**src/core/switch_ctl_pkg.sv**
```systemverilog
package switch_ctl_pkg;
    // ---------------------------------------------
    // Sizes
    // ---------------------------------------------
    localparam int NUM_XL = 8;   // External links
    localparam int NUM_PL = 4;   // Processor links
    localparam int ADDR_W = 8;   // Register index width
    localparam int GAP_W  = 11;  // Token timing fields
    // ---------------------------------------------
    // Register indices
    // ---------------------------------------------
    localparam logic [7:0] DBG_CFG_IDX = 8'h10;
    localparam logic [7:0] DBG_SRC_IDX = 8'h1f;
    localparam logic [7:0] XL_STAT_IDX = 8'h20;
    localparam logic [7:0] PL_STAT_IDX = 8'h40;
    localparam logic [7:0] XL_CFG_IDX  = 8'h80;
    // Slot to link letter (A=0 .. H=7), 3 bits a slot
    localparam logic [23:0] SLOT_LINK = 24'hb3e05a;
    // ---------------------------------------------
    // Field positions
    // ---------------------------------------------
    localparam int DBG_TRAP_BIT = 1;
    localparam int DBG_PULL_BIT = 0;
    localparam int SRC_PIN_BIT  = 4;
    localparam int SRC_TILE_BIT = 0;
    localparam int ST_TYPE_LSB  = 24;
    localparam int ST_DEST_LSB  = 16;
    localparam int ST_DIR_LSB   = 8;
    localparam int ST_NET_LSB   = 4;
    localparam int ST_JUNK_BIT  = 2;
    localparam int ST_OUT_BIT   = 1;
    localparam int ST_IN_BIT    = 0;
    localparam int CF_EN_BIT    = 31;
    localparam int CF_WIRE_BIT  = 30;
    localparam int CF_ERR_BIT   = 27;
    localparam int CF_ISS_BIT   = 26;
    localparam int CF_CRED_BIT  = 25;
    localparam int CF_INIT_BIT  = 24;
    localparam int CF_RXR_BIT   = 23;
    localparam int CF_SYM_LSB   = 11;
    localparam int CF_TOK_LSB   = 0;
    // ---------------------------------------------
    // Reset values
    // ---------------------------------------------
    localparam logic [3:0]  DIR_RST = 4'h0;
    localparam logic [1:0]  NET_RST = 2'h0;
    localparam logic [10:0] GAP_RST = 11'h000;
endpackage

```
**src/core/switch_link_debug_control.sv**
```systemverilog
`timescale 1ns/100ps
`default_nettype none
module switch_link_debug_control (
    input  wire logic                       ref_clk_i,
    input  wire logic                       rst_n_i,
    // Register port
    input  wire logic [switch_ctl_pkg::ADDR_W-1:0] reg_addr_i,
    input  wire logic [31:0]                reg_wdata_i,
    input  wire logic                       reg_wr_i,
    input  wire logic                       reg_rd_i,
    output logic [31:0]                     reg_rdata_o,
    // Switch-wide write lock level
    input  wire logic                       write_lock_i,
    // Debug request pin, open drain
    input  wire logic                       debug_req_n_i,
    output logic                            debug_req_n_out_o,
    output logic                            debug_req_n_oe_o,
    input  wire logic                       debug_mode_i,
    input  wire logic                       tile_debug_i,
    output logic                            debug_call_trap_o,
    // External link routing status (by letter)
    input  wire logic [2*switch_ctl_pkg::NUM_XL-1:0] xl_dest_type_i,
    input  wire logic [8*switch_ctl_pkg::NUM_XL-1:0] xl_dest_num_i,
    input  wire logic [switch_ctl_pkg::NUM_XL-1:0]   xl_junk_i,
    input  wire logic [switch_ctl_pkg::NUM_XL-1:0]   xl_route_out_i,
    input  wire logic [switch_ctl_pkg::NUM_XL-1:0]   xl_route_in_i,
    output logic [4*switch_ctl_pkg::NUM_XL-1:0]      xl_direction_o,
    output logic [2*switch_ctl_pkg::NUM_XL-1:0]      xl_network_o,
    // Processor link routing status
    input  wire logic [2*switch_ctl_pkg::NUM_PL-1:0] pl_dest_type_i,
    input  wire logic [8*switch_ctl_pkg::NUM_PL-1:0] pl_dest_num_i,
    input  wire logic [switch_ctl_pkg::NUM_PL-1:0]   pl_junk_i,
    input  wire logic [switch_ctl_pkg::NUM_PL-1:0]   pl_route_out_i,
    input  wire logic [switch_ctl_pkg::NUM_PL-1:0]   pl_route_in_i,
    output logic [2*switch_ctl_pkg::NUM_PL-1:0]      pl_network_o,
    // External link setup (by letter)
    input  wire logic [switch_ctl_pkg::NUM_XL-1:0]   link_err_i,
    input  wire logic [switch_ctl_pkg::NUM_XL-1:0]   link_credit_issued_i,
    input  wire logic [switch_ctl_pkg::NUM_XL-1:0]   link_credit_recv_i,
    input  wire logic [switch_ctl_pkg::NUM_XL-1:0]   link_credit_spent_i,
    output logic [switch_ctl_pkg::NUM_XL-1:0]        link_enable_o,
    output logic [switch_ctl_pkg::NUM_XL-1:0]        link_five_wire_o,
    output logic [switch_ctl_pkg::NUM_XL-1:0]        link_tx_allow_o,
    output logic [switch_ctl_pkg::NUM_XL-1:0]        link_greeting_token_o,
    output logic [switch_ctl_pkg::NUM_XL-1:0]        link_rx_reset_o,
    output logic [11*switch_ctl_pkg::NUM_XL-1:0]     link_sym_gap_o,
    output logic [11*switch_ctl_pkg::NUM_XL-1:0]     link_tok_gap_o
);
    import switch_ctl_pkg::*;

    // ---------------------------------------------
    // Access decode
    // ---------------------------------------------
    logic       cfg_wr;      // Write that is not locked
    logic       hit_dcfg;    // Debug pin config
    logic       hit_dsrc;    // Debug source
    logic       hit_xst;     // External status group
    logic       hit_pst;     // Processor status group
    logic       hit_xcf;     // External setup group
    logic [2:0] slot;        // Slot within a group
    logic [2:0] slot_link;   // Link letter of that slot

    // Writes obey the switch-wide lock
    assign cfg_wr    = reg_wr_i & ~write_lock_i;
    assign slot      = reg_addr_i[2:0];
    assign hit_dcfg  = (reg_addr_i == DBG_CFG_IDX);
    assign hit_dsrc  = (reg_addr_i == DBG_SRC_IDX);
    // Group bases are aligned on eight entries
    assign hit_xst   = (reg_addr_i[7:3] == XL_STAT_IDX[7:3]);
    assign hit_xcf   = (reg_addr_i[7:3] == XL_CFG_IDX[7:3]);
    // Only four processor entries exist
    assign hit_pst   = (reg_addr_i[7:2] == PL_STAT_IDX[7:2]);
    // Fixed slot order C,D,B,A,G,H,E,F
    assign slot_link = SLOT_LINK[3*slot +: 3];

    // ---------------------------------------------
    // Debug request pin
    // ---------------------------------------------
    logic trap_en_q;     // Pin may raise a trap
    logic pull_en_q;     // Pull pin low in debug
    logic pin_meta_q;    // First sync stage
    logic pin_sync_q;    // Second sync stage
    logic pin_prev_q;    // Last synced level
    logic pin_event;     // Falling edge seen
    logic src_pin_q;     // Pin caused last event
    logic src_tile_q;    // Tile caused last event

    // Debug config register
    always_ff @(posedge ref_clk_i or negedge rst_n_i) begin
        if (!rst_n_i) begin
            trap_en_q <= 1'b0;
            pull_en_q <= 1'b0;
        end else if (cfg_wr && hit_dcfg) begin
            trap_en_q <= reg_wdata_i[DBG_TRAP_BIT];
            pull_en_q <= reg_wdata_i[DBG_PULL_BIT];
        end
    end

    // Bring the pin into the clock domain
    always_ff @(posedge ref_clk_i or negedge rst_n_i) begin
        if (!rst_n_i) begin
            pin_meta_q <= 1'b1;
            pin_sync_q <= 1'b1;
            pin_prev_q <= 1'b1;
        end else begin
            pin_meta_q <= debug_req_n_i;
            pin_sync_q <= pin_meta_q;
            pin_prev_q <= pin_sync_q;
        end
    end

    // A falling edge is not counted as a request while our pull-down is on
    assign pin_event = pin_prev_q & ~pin_sync_q & ~debug_req_n_oe_o;

    // Pull the wire low only while in debug mode
    assign debug_req_n_out_o = 1'b0;
    assign debug_req_n_oe_o  = pull_en_q & debug_mode_i;

    // Trap pulse on pin activity when enabled
    always_ff @(posedge ref_clk_i or negedge rst_n_i) begin
        if (!rst_n_i) begin
            debug_call_trap_o <= 1'b0;
        end else begin
            debug_call_trap_o <= trap_en_q & pin_event;
        end
    end

    // Latest source; hardware events beat a write
    always_ff @(posedge ref_clk_i or negedge rst_n_i) begin
        if (!rst_n_i) begin
            src_pin_q  <= 1'b0;
            src_tile_q <= 1'b0;
        end else if (pin_event || tile_debug_i) begin
            src_pin_q  <= pin_event;
            src_tile_q <= tile_debug_i;
        end else if (cfg_wr && hit_dsrc) begin
            src_pin_q  <= reg_wdata_i[SRC_PIN_BIT];
            src_tile_q <= reg_wdata_i[SRC_TILE_BIT];
        end
    end

    // ---------------------------------------------
    // Per external link state
    // ---------------------------------------------
    logic [3:0]       dir_q   [NUM_XL];  // Direction
    logic [1:0]       xnet_q  [NUM_XL];  // Network
    logic             en_q    [NUM_XL];  // Enabled
    logic             wire_q  [NUM_XL];  // Five wire
    logic             err_q   [NUM_XL];  // Sticky error
    logic             cred_q  [NUM_XL];  // Local credit
    logic             greet_q [NUM_XL];  // Init pulse
    logic             rxr_q   [NUM_XL];  // Rx reset pulse
    logic [GAP_W-1:0] sym_q   [NUM_XL];  // In-token gap
    logic [GAP_W-1:0] tok_q   [NUM_XL];  // Token gap
    logic [1:0]       pnet_q  [NUM_PL];  // Proc network

    genvar g;
    generate
        for (g = 0; g < NUM_XL; g++) begin : gen_xl
            logic st_wr;   // Status write for link g
            logic cf_wr;   // Setup write for link g
            logic cf_rd;   // Setup read for link g
            assign st_wr = cfg_wr & hit_xst & (slot_link == 3'(g));
            assign cf_wr = cfg_wr & hit_xcf & (slot_link == 3'(g));
            assign cf_rd = reg_rd_i & hit_xcf & (slot_link == 3'(g));

            // Routing direction and network
            always_ff @(posedge ref_clk_i or negedge rst_n_i) begin
                if (!rst_n_i) begin
                    dir_q[g]  <= DIR_RST;
                    xnet_q[g] <= NET_RST;
                end else if (st_wr) begin
                    dir_q[g]  <= reg_wdata_i[ST_DIR_LSB +: 4];
                    xnet_q[g] <= reg_wdata_i[ST_NET_LSB +: 2];
                end
            end

            // Link enable, width and timing
            always_ff @(posedge ref_clk_i or negedge rst_n_i) begin
                if (!rst_n_i) begin
                    en_q[g]   <= 1'b0;
                    wire_q[g] <= 1'b0;
                    sym_q[g]  <= GAP_RST;
                    tok_q[g]  <= GAP_RST;
                end else if (cf_wr) begin
                    en_q[g]   <= reg_wdata_i[CF_EN_BIT];
                    wire_q[g] <= reg_wdata_i[CF_WIRE_BIT];
                    sym_q[g]  <= reg_wdata_i[CF_SYM_LSB +: GAP_W];
                    tok_q[g]  <= reg_wdata_i[CF_TOK_LSB +: GAP_W];
                end
            end

            // Self-clearing init and receiver reset pulses
            always_ff @(posedge ref_clk_i or negedge rst_n_i) begin
                if (!rst_n_i) begin
                    greet_q[g] <= 1'b0;
                    rxr_q[g]   <= 1'b0;
                end else begin
                    greet_q[g] <= cf_wr & reg_wdata_i[CF_INIT_BIT];
                    rxr_q[g]   <= cf_wr & reg_wdata_i[CF_RXR_BIT];
                end
            end

            // Error flag: event wins over read clear
            always_ff @(posedge ref_clk_i or negedge rst_n_i) begin
                if (!rst_n_i) begin
                    err_q[g] <= 1'b0;
                end else if (link_err_i[g]) begin
                    err_q[g] <= 1'b1;
                end else if (cf_rd) begin
                    err_q[g] <= 1'b0;
                end
            end

            // Local credit: remote grant wins over clears
            always_ff @(posedge ref_clk_i or negedge rst_n_i) begin
                if (!rst_n_i) begin
                    cred_q[g] <= 1'b0;
                end else if (link_credit_recv_i[g]) begin
                    cred_q[g] <= 1'b1;
                end else if (cf_wr && reg_wdata_i[CF_INIT_BIT]) begin
                    cred_q[g] <= 1'b0;
                end else if (link_credit_spent_i[g]) begin
                    cred_q[g] <= 1'b0;
                end
            end

            // Drive the link logic
            assign xl_direction_o[4*g +: 4]  = dir_q[g];
            assign xl_network_o[2*g +: 2]    = xnet_q[g];
            assign link_enable_o[g]          = en_q[g];
            assign link_five_wire_o[g]       = wire_q[g];
            // No transmit without credit on an enabled link
            assign link_tx_allow_o[g]        = en_q[g] & cred_q[g];
            assign link_greeting_token_o[g]  = greet_q[g];
            assign link_rx_reset_o[g]        = rxr_q[g];
            assign link_sym_gap_o[11*g +: 11] = sym_q[g];
            assign link_tok_gap_o[11*g +: 11] = tok_q[g];
        end

        // Processor link network numbers
        for (g = 0; g < NUM_PL; g++) begin : gen_pl
            logic pn_wr;   // Write for processor link g
            assign pn_wr = cfg_wr & hit_pst & (slot[1:0] == 2'(g));
            always_ff @(posedge ref_clk_i or negedge rst_n_i) begin
                if (!rst_n_i) begin
                    pnet_q[g] <= NET_RST;
                end else if (pn_wr) begin
                    pnet_q[g] <= reg_wdata_i[ST_NET_LSB +: 2];
                end
            end
            assign pl_network_o[2*g +: 2] = pnet_q[g];
        end
    endgenerate

    // ---------------------------------------------
    // Read mux
    // ---------------------------------------------
    logic [31:0] rd_word;   // Word for current address
    logic [1:0]  pl;        // Processor link index

    assign pl = slot[1:0];

    // Assemble the addressed word, reserved bits zero
    always_comb begin
        rd_word = 32'h0000_0000;
        if (hit_dcfg) begin
            rd_word[DBG_TRAP_BIT] = trap_en_q;
            rd_word[DBG_PULL_BIT] = pull_en_q;
        end else if (hit_dsrc) begin
            rd_word[SRC_PIN_BIT]  = src_pin_q;
            rd_word[SRC_TILE_BIT] = src_tile_q;
        end else if (hit_xst) begin
            rd_word[ST_TYPE_LSB +: 2] =
                xl_dest_type_i[2*slot_link +: 2];
            rd_word[ST_DEST_LSB +: 8] =
                xl_dest_num_i[8*slot_link +: 8];
            rd_word[ST_DIR_LSB +: 4] = dir_q[slot_link];
            rd_word[ST_NET_LSB +: 2] = xnet_q[slot_link];
            rd_word[ST_JUNK_BIT] = xl_junk_i[slot_link];
            rd_word[ST_OUT_BIT]  = xl_route_out_i[slot_link];
            rd_word[ST_IN_BIT]   = xl_route_in_i[slot_link];
        end else if (hit_pst) begin
            rd_word[ST_TYPE_LSB +: 2] = pl_dest_type_i[2*pl +: 2];
            rd_word[ST_DEST_LSB +: 8] = pl_dest_num_i[8*pl +: 8];
            rd_word[ST_NET_LSB +: 2]  = pnet_q[pl];
            rd_word[ST_JUNK_BIT] = pl_junk_i[pl];
            rd_word[ST_OUT_BIT]  = pl_route_out_i[pl];
            rd_word[ST_IN_BIT]   = pl_route_in_i[pl];
        end else if (hit_xcf) begin
            rd_word[CF_EN_BIT]   = en_q[slot_link];
            rd_word[CF_WIRE_BIT] = wire_q[slot_link];
            rd_word[CF_ERR_BIT]  = err_q[slot_link];
            rd_word[CF_ISS_BIT]  =
                link_credit_issued_i[slot_link];
            rd_word[CF_CRED_BIT] = cred_q[slot_link];
            rd_word[CF_SYM_LSB +: GAP_W] = sym_q[slot_link];
            rd_word[CF_TOK_LSB +: GAP_W] = tok_q[slot_link];
        end
    end

    // Read data stands only in the cycle after the strobe
    always_ff @(posedge ref_clk_i or negedge rst_n_i) begin
        if (!rst_n_i) begin
            reg_rdata_o <= 32'h0000_0000;
        end else if (reg_rd_i) begin
            reg_rdata_o <= rd_word;
        end else begin
            reg_rdata_o <= 32'h0000_0000;
        end
    end

endmodule // switch_link_debug_control
`default_nettype wire

```
**config.mk**
```make
export PLATFORM = sky130hd
export DESIGN_NAME = switch_link_debug_control
export DESIGN_NICKNAME = d
export VERILOG_FILES = /design/src/core/switch_ctl_pkg.sv /design/src/core/switch_link_debug_control.sv
export SDC_FILE = /design/constraint.sdc
export NUM_CORES = 1
export LEC_CHECK = 0
export ABC_AREA = 1
export BUFFER_PORTS_ARGS = -buffer_cell sky130_fd_sc_hd__buf_2
export CELL_PAD_IN_SITES_DETAIL_PLACEMENT = 1
export CELL_PAD_IN_SITES_GLOBAL_PLACEMENT = 1
export CORE_MARGIN = 3
export CORE_UTILIZATION = 36
export CTS_CLUSTER_SIZE = 10
export DETAILED_ROUTE_END_ITERATION = 16
export PLACE_DENSITY = 0.92
export SYNTH_ARGS = -nofsm -noshare
export SYNTH_HDL_FRONTEND = slang
export SYNTH_SLANG_ARGS = --single-unit
```
**constraint.sdc**
```tcl
create_clock -name ref_clk_i -period 1.44 [get_ports ref_clk_i]
set_input_delay 0.288 -clock ref_clk_i [delete_from_list [all_inputs] [get_ports ref_clk_i]]
set_output_delay 0.288 -clock ref_clk_i [all_outputs]
set_load 0.01 [all_outputs]
```
==> results.md <==
- Req. time, crit path: 1.87 ns
- Vias: 19,200
- Die Wd: 213 um
- Crit path launch: reg_addr_i[0]
- Core Region: 42,200 sq um
- DR pass1 iterations: 5
- Total Power: 22.9 mW
- Sequential area share after synthesis: 0.515
- DRC: 0
- Synth unique cells: 44
- Vias in the first global route: 19,000
- Slew Viols, Final: 0
- Die Footprint: 45,500 sq um
- Area Overhead vs Synth: 56.8%
- Critical path startpoint category: primary input
- Clock Pin Slew Worst Setup and Hold Paths: 0.06 ns
- Worst R2R Start: link_sym_gap_o[20]
- GPL Wtd Cong: 0.919
- Crit Path Max Fanout: 13
- Clock Latency Late Sink: 0.56 ns
- CTS Buffer Depth: 3
- Crit path kind: primary input to flip-flop
- Layout cells sized above 1: 0.416
- CTS tree: done
- CTS Sinks: 318
- Largest net degree at the start of global routing: 72
- GRT overflow: 0
- Peak VDD IR: 0.000974 V
- Final setup margin: -0.156 ns
- Antenna violations before repair: 7
- RSZ-0062 raised after global routing: yes
- Status: complete, but fails checks
- Final clock skew: 0.0126 ns
- Ports: 543
- Row count: 75
- Initial Utilization: 0.366
- Hpwl dp: 58.0 mm
- Total CTS buffers: 39
- Post-Syn Instances: 1,943
- PortBufs: 533
- Period minus WS final: 1.60 ns
- Worst Setup End Kind: flip-flop
- Via density per instance: 5.85
- Hold Crit Start: tile_debug_i
- Critical Path AT: 2.03 ns
- Mapped Area: 15,500 sq um
- Fmax: 627 MHz
- PD cells: 945 nW/um^2
- Mean Syn Cell Area: 7.96 sq um
- H-tree depth: 2
- Max-cap violations: 0
- Final cell count without fillers: 3,280
- Wire per inst: 27.7 um
- Final period util: 1.11
- Post-route ant nets: 0
- Fillcell total: 5,023
- Dpl cells: 3,059
- First-pass GRT wire length: 119 mm
- Pre-CTS setup slack: -0.898 ns
- Iteration-0 DRC Markers: 1,782
- Final wirelength: 91.0 mm
- Gr usage total: 0.350
- Setup Viol. Count Final: 60
- Final hold viol count: 0
- Die Height: 213 um
- Worst hold path class: primary input to flip-flop
- Count of warnings emitted by yosys: 0
- Hold Slack: 0.0618 ns
- Lkg Pwr: 12.7 nW
- Slew HR: 0.624
- Nets: 2,963
- Root buffer selected by CTS: clkbuf_16
- Worst-margin pin slew: 0.563 ns
- Failing checks: negative setup slack
- Register bit total from synthesis: 318
-- report_power, final --
part / switching (mW) / internal (mW)
Combinational: 2.53 / 1.82
Clock: 3.93 / 5.22
Sequential: 0.244 / 9.18
-- cell usage in the layout (no fill, tap or decap), types with 21 or more instances in the layout --
cell type / n
a21oi_1: 25
nor2_1: 90
buf_2: 514
dfrtp_1: 303
nand3_1: 127
buf_12: 47
clkbuf_16: 57
buf_4: 210
nand2_2: 61
nand3_2: 33
o211ai_1: 31
inv_1: 96
buf_6: 37
dlygate4sd3_1: 26
o21ai_2: 21
nand2_1: 528
o21ai_0: 201
o21ai_1: 68
-- state kept, by name, indices dropped and copies added, names as in the netlist --
name                   flops
link_greeting_token_o      8
pl_network_o               8
link_sym_gap_o            88
pin_prev_q                 1
pin_sync_q                 1
debug_call_trap_o          1
src_tile_q                 1
trap_en_q                  1
link_tok_gap_o            88
xl_direction_o            32
reg_rdata_o               30
xl_network_o              16
link_enable_o              8
src_pin_q                  1
link_five_wire_o           8
cred_q                     8
pull_en_q                  1
err_q                      8
link_rx_reset_o            8
pin_meta_q                 1
-- what timing repair did --
item                       in CTS  in global routing
hold buffers                   26                  0
hold endpoints to repair      138                  0
gates cloned                    9                 23
gates resized for setup        90                275
setup endpoints to repair     146                148
setup buffers                  48                 61
pin swaps                      39                 84
-- per-stage QoR --
step	instance area [sq um]	TNS, ns	utilization
final	24300	-1.69	0.574
after global routing	24200	-4.19	0.574
after CTS	22500	-1.14	0.532
after detailed placement	20100	-134.43	0.477
after global placement	20100	-124.84	0.477
after floorplan	15900	-53.84	-
-- critical path: stages --
cell and delay [ns]:
buf_12 0.09, inv_8 0.03, ha_4 0.25, inv_4 0.06, nand2_4 0.06, nand2_8 0.12, nand2_8 0.12, buf_12 0.18
nor2_1 0.19, nor2_1 0.08, o211ai_1 0.15, nand3_2 0.21, nand2_2 0.12, a21oi_1 0.04
-- final cells by class --
| class | instances | area, sq um | share of cell area |
|---|---|---|---|
| sequential | 318 | 7980 | 0.329 |
| multi-input combinational | 1382 | 7370 | 0.304 |
| timing repair buffer | 871 | 6670 | 0.275 |
| clock buffer | 50 | 1050 | 0.0432 |
| tap | 539 | 674 | 0.0278 |
| inverter | 109 | 445 | 0.0184 |
| clock inverter | 4 | 48.8 | 0.00201 |
| antenna | 7 | 17.5 | 0.000722 |
-- kinds of logic (layout without fill, tap and decap cells) --
| group | Yosys count | after routing | share of synthesized area |
|---|---|---|---|
| and+or+nand+nor | 949 | 950 | 0.260 |
| adders and majority gates | 6 | 6 | 0.00485 |
| buffers and inverters | 246 | 1034 | 0.0696 |
| DFF | 318 | 318 | 0.515 |
| AOI/OAI and AO/OA | 423 | 423 | 0.151 |
| other | 1 | 10 | 0.000242 |
-- metal layers --
| metal | global-route usage | up-vias | share of wire |
|---|---|---|---|
| met5 | 0 | - | 0.00041 |
| met4 | 0.171 | 6 | 0.066 |
| met3 | 0.0707 | 422 | 0.090 |
| met2 | 0.577 | 1264 | 0.47 |
| met1 | 0.442 | 9548 | 0.38 |
| li1 | - | 7941 | - |
-- final timing paths --
path,to,slack (ns),depth (start not counted)
max reg2reg,reg_rdata_o[20],0.01,7
min,src_tile_q,0.06,3
max,reg_rdata_o[2],-0.16,14
min in group asynchronous,xl_direction_o[29],0.23,2
min reg2reg,pin_sync_q,0.36,0
max in group asynchronous,link_enable_o[0],0.44,3
-- Yosys cell counts, drive strengths merged --
cell | number | area (sq um)
or2 | 42 | 263
nand2 | 609 | 2310
a21oi | 44 | 220
o31ai | 8 | 60.1
o21bai | 6 | 45.0
nand3b | 3 | 22.5
clkbuf | 69 | 259
o22a | 13 | 114
a22oi | 1 | 7.51
o22ai | 5 | 31.3
inv | 108 | 408
buf | 68 | 405
a21o | 1 | 7.51
o21ai | 291 | 1460
dfstp | 3 | 78.8
a31oi | 19 | 119
o211ai | 31 | 233
nor3 | 18 | 106
nor2 | 103 | 418
o221ai | 3 | 26.3
clkinv | 1 | 3.75
ha | 6 | 75.1
nand4 | 11 | 68.8
nand3 | 163 | 833
dfrtp | 315 | 7880
a32o | 1 | 10.0
conb | 1 | 3.75
Power figures use the tool's default switching activity.
